[config.mk]
export PLATFORM = sky130hd
export DESIGN_NAME = watchdog_with_reset_flags
export DESIGN_NICKNAME = d
export VERILOG_FILES = /design/src/logic/watchdog_pkg.sv /design/src/logic/watchdog_with_reset_flags.sv
export SDC_FILE = /design/constraint.sdc
export NUM_CORES = 1
export LEC_CHECK = 0
export ABC_AREA = 1
export ABC_CLOCK_PERIOD_IN_PS = 1700
export BUFFER_PORTS_ARGS = -buffer_cell sky130_fd_sc_hd__buf_2
export CAP_MARGIN = 20
export CORE_ASPECT_RATIO = 0.6
export CORE_MARGIN = 4
export CORE_UTILIZATION = 53
export DETAILED_ROUTE_END_ITERATION = 10
export PLACE_DENSITY = 0.79
export SLEW_MARGIN = 20
export SYNTH_ARGS = -nofsm -noshare
export SYNTH_HDL_FRONTEND = slang
export SYNTH_SLANG_ARGS = --single-unit
[constraint.sdc]
create_clock -name clk -period 1.7 [get_ports clk]
set_input_delay 0.34 -clock clk [delete_from_list [all_inputs] [get_ports clk]]
set_output_delay 0.34 -clock clk [all_outputs]
set_load 0.05 [all_outputs]
[src/logic/watchdog_pkg.sv]
/*
 * Constants for the watchdog with reset-cause flags: register offsets,
 * control field positions, timeout table and change-window timing.
 * Assumes a 40 MHz system clock and a nominal 1 MHz watchdog oscillator.
 */
package watchdog_pkg;

    // ------------------------------------------------------------------
    // Register map
    // ------------------------------------------------------------------
    localparam logic [7:0] RESET_CAUSE_STATUS_OFFSET = 8'h00;
    localparam logic [7:0] WATCHDOG_CONTROL_OFFSET = 8'h04;
    localparam logic [7:0] WATCHDOG_STATUS_OFFSET = 8'h08;

    // ------------------------------------------------------------------
    // Field positions
    // ------------------------------------------------------------------
    localparam int CHANGE_ENABLE_POS = 4;
    localparam int WDOG_ENABLE_POS = 3;
    localparam int TIMEOUT_SEL_MSB = 2;
    localparam int SCAN_FLAG_POS = 4;
    localparam int WDOG_FLAG_POS = 3;
    localparam int BROWNOUT_FLAG_POS = 2;
    localparam int PIN_FLAG_POS = 1;
    localparam int POWERON_FLAG_POS = 0;

    // ------------------------------------------------------------------
    // Reset values
    // ------------------------------------------------------------------
    localparam logic [2:0] TIMEOUT_SEL_RESET = 3'h0;
    localparam logic [4:0] RESET_CAUSE_RESET = 5'h00;

    // ------------------------------------------------------------------
    // Timing
    // ------------------------------------------------------------------
    localparam int CLK_FREQ_HZ = 40000000;
    localparam int WDOG_OSC_FREQ_HZ = 1000000;
    localparam int CHANGE_WINDOW_CYCLES = 4;
    localparam int WDOG_PULSE_CYCLES = 1;
    localparam int OSC_DIV_CYCLES = CLK_FREQ_HZ / WDOG_OSC_FREQ_HZ;
    localparam int BASE_TIMEOUT_TICKS = 16384;
    localparam int COUNT_WIDTH = 22;

endpackage : watchdog_pkg

[src/logic/watchdog_with_reset_flags.sv]
/*
 * Watchdog timer with timed change sequence and reset-cause flags, APB slave.
 * Assumes the reset sources arrive as pins from outside the clock domain and
 * that the restart instruction arrives as a one-cycle pulse on clk.
 */
// Decided for this implementation: register access over APB and the address map.
// Functional notes
// - Watchdog counter advances on a 1 MHz tick divided down from the bus clock.
// - Counter clears on restart, while disabled, and on any chip reset.
// - Selected timeout elapsing while enabled causes a device reset.
// - Fuse selects level 1 (initially disabled) or level 2 (always enabled).
// - Timeout code 0 gives 16K ticks, doubling per code to 2048K at 7.
// - At level 1 enable may be set at any time without a sequence.
// - At level 2 enable reads one and can never be cleared.
// - At level 2 the second write changes timeout only; enable value ignored.
// - Change-enable clears itself four clock cycles after being written one together with enable.
// - Enable clears only while change-enable is one.
// - Timeout select changes only while change-enable is set.
// - Control layout: change-enable bit 4, enable bit 3, timeout 2:0, 7:5 zero.
// - Scan flag set by scan-chain reset, cleared by power-on or writing zero.
// - Watchdog flag set by watchdog reset, cleared by power-on or writing zero.
// - Brown-out flag set by brown-out reset, cleared by power-on or writing zero.
// - Pin flag set by external reset, cleared by power-on or writing zero.
// - Power-on flag set by power-on, cleared only by writing zero.
// - Watchdog expiry issues a one-cycle internal reset pulse.
`timescale 1ns/10ps

module watchdog_with_reset_flags (
    input wire logic clk,
    input wire logic srst,
    input wire logic psel,
    input wire logic penable,
    input wire logic pwrite,
    input wire logic [7:0] paddr,
    input wire logic [31:0] pwdata,
    output logic [31:0] prdata,
    output logic pready,
    output logic pslverr,
    input wire logic alwaysOnFuse,
    input wire logic restartPulse,
    input wire logic poweronReset,
    input wire logic pinReset,
    input wire logic brownoutReset,
    input wire logic scanReset,
    output logic wdogResetPulse
);

    // ------------------------------------------------------------------
    // Input synchronisers
    // ------------------------------------------------------------------
    logic [4:0] srcMeta_reg;
    logic [4:0] srcSync_reg;
    logic [4:0] srcPrev_reg;
    logic fuseLevel2;
    logic poweronSync;
    logic [4:0] srcRise;

    always_ff @(posedge clk) begin
        if (srst) begin
            srcMeta_reg <= 5'h00;
            srcSync_reg <= 5'h00;
            srcPrev_reg <= 5'h00;
        end else begin
            srcMeta_reg <= {scanReset, brownoutReset, pinReset, poweronReset, alwaysOnFuse};
            srcSync_reg <= srcMeta_reg;
            srcPrev_reg <= srcSync_reg;
        end
    end

    assign fuseLevel2 = srcSync_reg[0];
    assign poweronSync = srcSync_reg[1];
    assign srcRise = srcSync_reg & ~srcPrev_reg;

    // ------------------------------------------------------------------
    // APB decode
    // ------------------------------------------------------------------
    logic apbAccess;
    logic hitCause;
    logic hitControl;
    logic hitStatus;
    logic wrCause;
    logic wrControl;

    assign apbAccess = psel && penable;
    assign hitCause = (paddr == watchdog_pkg::RESET_CAUSE_STATUS_OFFSET);
    assign hitControl = (paddr == watchdog_pkg::WATCHDOG_CONTROL_OFFSET);
    assign hitStatus = (paddr == watchdog_pkg::WATCHDOG_STATUS_OFFSET);
    assign wrCause = apbAccess && pwrite && hitCause;
    assign wrControl = apbAccess && pwrite && hitControl;

    // ------------------------------------------------------------------
    // Control register and change window
    // ------------------------------------------------------------------
    logic enable_reg;
    logic [2:0] timeoutSel_reg;
    logic [2:0] windowCnt_reg;
    logic changeEnable;
    logic wrCe;
    logic wrEn;
    logic enableEff;
    logic chipReset;

    assign wrCe = pwdata[watchdog_pkg::CHANGE_ENABLE_POS];
    assign wrEn = pwdata[watchdog_pkg::WDOG_ENABLE_POS];
    assign changeEnable = (windowCnt_reg != 3'h0);
    assign enableEff = enable_reg || fuseLevel2;

    // The window counts down the cycles left after change-enable and enable are written one together.
    always_ff @(posedge clk) begin
        if (srst || chipReset) begin
            windowCnt_reg <= 3'h0;
        end else if (wrControl && wrCe && wrEn) begin
            windowCnt_reg <= 3'(watchdog_pkg::CHANGE_WINDOW_CYCLES);
        end else if (changeEnable) begin
            windowCnt_reg <= windowCnt_reg - 3'h1;
        end
    end

    always_ff @(posedge clk) begin
        if (srst || chipReset) begin
            enable_reg <= 1'b0;
        end else if (wrControl) begin
            if (wrEn) begin
                enable_reg <= 1'b1;
            end else if (changeEnable && !wrCe) begin
                enable_reg <= 1'b0;
            end
        end
    end

    always_ff @(posedge clk) begin
        if (srst || chipReset) begin
            timeoutSel_reg <= watchdog_pkg::TIMEOUT_SEL_RESET;
        end else if (wrControl && changeEnable && !wrCe) begin
            timeoutSel_reg <= pwdata[watchdog_pkg::TIMEOUT_SEL_MSB:0];
        end
    end

    // ------------------------------------------------------------------
    // Watchdog tick divider and counter
    // ------------------------------------------------------------------
    logic [5:0] divCnt_reg;
    logic oscTick;
    logic [watchdog_pkg::COUNT_WIDTH-1:0] count_reg;
    logic [watchdog_pkg::COUNT_WIDTH-1:0] limit;
    logic expire;

    assign oscTick = (divCnt_reg == 6'(watchdog_pkg::OSC_DIV_CYCLES - 1));
    assign limit = watchdog_pkg::COUNT_WIDTH'(watchdog_pkg::BASE_TIMEOUT_TICKS)
        << timeoutSel_reg;
    assign expire = enableEff && oscTick && (count_reg >= limit - 1'b1);

    always_ff @(posedge clk) begin
        if (srst) begin
            divCnt_reg <= 6'h00;
        end else if (oscTick) begin
            divCnt_reg <= 6'h00;
        end else begin
            divCnt_reg <= divCnt_reg + 6'h01;
        end
    end

    // Counter shares the bus clock, so new settings apply whole on one edge.
    always_ff @(posedge clk) begin
        if (srst || chipReset || restartPulse || !enableEff) begin
            count_reg <= '0;
        end else if (oscTick) begin
            count_reg <= count_reg + 1'b1;
        end
    end

    // ------------------------------------------------------------------
    // Reset pulse and reset-cause flags
    // ------------------------------------------------------------------
    logic [4:0] cause_reg;
    logic [4:0] causeSet;
    logic [4:0] causeNext;

    always_ff @(posedge clk) begin
        if (srst) begin
            wdogResetPulse <= 1'b0;
        end else begin
            wdogResetPulse <= expire;
        end
    end

    assign chipReset = wdogResetPulse || (|srcRise[4:1]);
    assign causeSet = {srcRise[4], wdogResetPulse, srcRise[3], srcRise[2], srcRise[1]};

    // Each flag keeps its value on a written one and clears on a written zero.
    // A set event in the same cycle as a clearing write wins.
    genvar flagIdx;
    generate
        for (flagIdx = 0; flagIdx < 5; flagIdx++) begin : g_cause
            assign causeNext[flagIdx] = causeSet[flagIdx]
                || (cause_reg[flagIdx] && !(wrCause && !pwdata[flagIdx]));
        end
    endgenerate

    always_ff @(posedge clk) begin
        if (srst) begin
            cause_reg <= watchdog_pkg::RESET_CAUSE_RESET;
        end else if (poweronSync) begin
            cause_reg <= 5'h01;
        end else begin
            cause_reg <= causeNext;
        end
    end

    // ------------------------------------------------------------------
    // APB read path
    // ------------------------------------------------------------------
    logic [31:0] readData;

    always_comb begin
        readData = 32'h0000_0000;
        if (hitCause) begin
            readData[4:0] = cause_reg;
        end else if (hitControl) begin
            readData[watchdog_pkg::CHANGE_ENABLE_POS] = changeEnable;
            readData[watchdog_pkg::WDOG_ENABLE_POS] = enableEff;
            readData[watchdog_pkg::TIMEOUT_SEL_MSB:0] = timeoutSel_reg;
        end else if (hitStatus) begin
            readData[watchdog_pkg::COUNT_WIDTH-1:0] = count_reg;
        end
    end

    always_ff @(posedge clk) begin
        if (srst) begin
            prdata <= 32'h0000_0000;
            pready <= 1'b0;
            pslverr <= 1'b0;
        end else begin
            pready <= psel && !penable;
            pslverr <= psel && !penable && !(hitCause || hitControl || hitStatus);
            prdata <= (psel && !penable && !pwrite) ? readData : 32'h0000_0000;
        end
    end

endmodule : watchdog_with_reset_flags

==> run summary <==
Slew HR: 67.1%
Synth Area in Adders: 4.30%
Clock skew: 0.00899 ns
CP top delay family: simple AND/OR/NAND/NOR gates
Unique cell type count in the Yosys netlist: 29
R2r setup slk: 0.08 ns
RD Place Congestion: 0.845
Vias in the first global route: 2899
Die ar.: 8000 µm²
Synth Area in Compound Gates: 7.34%
Final net count: 599
Setup repair after global routing missed its margin: yes
CP arrival: 1.90 ns
Psw: 808 µW
Initial antenna violation count: 0
Max stage delay on crit path: 0.35 ns
Post-Synthesis Cells: 473
TritonRoute pass-1 iters: 4
Slowest-stage cell, CP: dfxtp_1
Die W: 113 µm
Sw Share: 22.4%
CORE AREA: 6250 µm²
Internal power: 2790 µW
Number of port buffers: 48
#FFs+latches synth: 79
Total of warnings raised by yosys: 0
Most frequent cells in the layout: nor2_1, nand2_1, dfxtp_1
Clock transition at path regs: 0.07 ns
Status: finished, final reports clean
GRT overflow: 0
Clock network fraction of design power: 41.5%
DRT Wirelength: 7.56 mm
Commonest non-fill, non-tap cell in the layout: nor2_1
Via count: 3101
Largest family of logic cells by synthesized area: simple AND/OR/NAND/NOR gates
Vias per cell: 4.97
# IOs: 86
Critical path capture point type: flip-flop
# setup viols final: 0
Fin crit period: 1.62 ns
Number of synthesized flops with an enable pin: 0
Hpwl dp: 5.81 mm
Crit path required time: 1.98 ns
Synth top area share: 45.3%
Initial core utilization: 55.9%
Routed Antenna Nets: 0
Skew-Pair Late Insertion Delay: 0.36 ns
TritonCTS clock tree: done
P&R area growth vs syn: 16.9%
# DRC: 0
Fill count: 525
Initial DRC count: 237
Syn avg cell area: 7.39 µm²
Synth top area cells: dfxtp_1, nor2_1, nand2_1
Yosys top cell by area: dfxtp_1
Cells along the critical path: ha_1, nand2_1, inv_1, nand3_2, nor2_1, nand2_1, nand2_1, nor3b_1
Crit path kind: reg2reg
H-tree Lvls: 3
Comb power frac: 6.0%
Rows: 22
Power per cell area: 882 nW/µm²
Root Buffer: clkbuf_8
Antenna Cells: 0
Register area share after synthesis: 45.3%
Hold buffer count at cts: 0
Layout cells sized above 1: 17.4%
Syn Std Cell Area: 3490 µm²
Wire length per cell: 12.1 µm
Final Core Density: 65.4%
Most common cell on crit path: nand2_1
Max_cap viols: 0
Post-route clock period utilization: 95.1%
Pin count of the biggest net entering global routing: 18
First-pass GRT wire length: 12.9 mm
Buf/Inv on CP: 1
# clock sinks: 79
CTS max path bufs: 2
Area fraction in and, or, nand and nor cells after synthesis: 32.1%
Hold crit path type: in2reg
Mux cell area share after synthesis: 0%
Die height: 70.9 µm
CTS buffer count: 9
P_leak: 0.00175 µW
Fmax: 0.619 GHz
Crit-path max FO: 7
Dominant synthesized flop cell: dfxtp_1
FFs w/ async S/R, synth: 0%
Total power: 3600 µW
Flop pwr share: 52.5%
Final hold vios: 0
Startpoint Class: flip-flop
Slew @ Worst Pin: 0.489 ns
Overall Global Routing Usage: 20.2%
Fin. max-slew vios: 0
XOR/XNOR Fraction of Synth Area: 0.501%
Worst vdd ir: 0.665 mV
## metal layers
layer	track usage (%)	wire length, µm	vias up
li1	-	-	1593
met1	26.9	3560	1404
met2	31.0	3390	90
met3	6.58	504	14
met4	7.07	106	0
met5	0	0	-
## timing repair
action | CTS | global route
setup buffers | 0 | 1
setup endpoints to repair | 0 | 8
resized for setup | 0 | 3
## cell families (layout without fill, tap and decap cells)
logic type | after synthesis | after routing
other | 2 | 11
adder cells (fa/ha/maj) | 12 | 12
buffers and inverters | 83 | 141
AND/OR/NAND/NOR | 245 | 245
AO/OA/AOI/OAI | 50 | 50
flip-flops | 79 | 79
XOR/XNOR | 2 | 2
## layout make-up
class                      instances  area [µm²]  area share [%]
timing repair buffer              60         343            8.39
clock buffer                      11         141            3.46
inverter                          66         248            6.06
sequential                        79        1580            38.7
multi-input combinational        320        1600            39.1
clock inverter                     4        70.1            1.72
tap                               84         105            2.57
## stage by stage
stage / area, µm² / TNS (ns) / hold slack (ns) / setup WS (ns) / instances
2_1_floorplan: 3530 / 0 / 0.388 / 0.300 / 482
3_3_place_gp: 3860 / 0 / 0.391 / 0.121 / 608
3_5_place_dp: 3860 / 0 / 0.396 / 0.0959 / 608
4_1_cts: 4070 / 0 / 0.168 / 0.0794 / 623
5_1_grt: 4090 / -0.283 / 0.179 / -0.0801 / 624
6_report: 4090 / 0 / 0.179 / 0.0841 / 624
## tightest hold or removal path: cells and delay by family
kind / cells / cell delay [ns]
simple gates: 1 / 0.06
buf+inv: 2 / 0.10
## synth_stat cells, types with 3 or more instances
library cell / number
nand2_1: 81
nand4_1: 4
nand3b_1: 5
o21ai_0: 10
nor2_1: 93
ha_1: 12
buf_4: 12
clkbuf_1: 3
inv_1: 64
nand3_2: 3
or2_2: 3
nor3_4: 3
nand3_1: 26
nor3_1: 17
nor2_2: 4
dfxtp_1: 79
a21oi_1: 35
## power groups by stage
stage               logic (µW)  registers, µW  clock network [µW]
floorplan                  165           1940                   0
global route               239           1890                1610
finish                     215           1890                1500
detailed placement         213           1930                   0
CTS                        214           1890                1530
global placement           207           1930                   0
## path summary, 6_finish.rpt
| path | start | to | cells after the start |
|---|---|---|---|
| min reg2reg | srcMeta_reg[2] | srcSync_reg[2] | 2 |
| max | divCnt_reg[0] | count_reg[12] | 8 |
| min | alwaysOnFuse | srcMeta_reg[0] | 3 |
| max reg2reg | divCnt_reg[0] | count_reg[12] | 8 |
No activity file was read; power rests on OpenSTA's default activity.
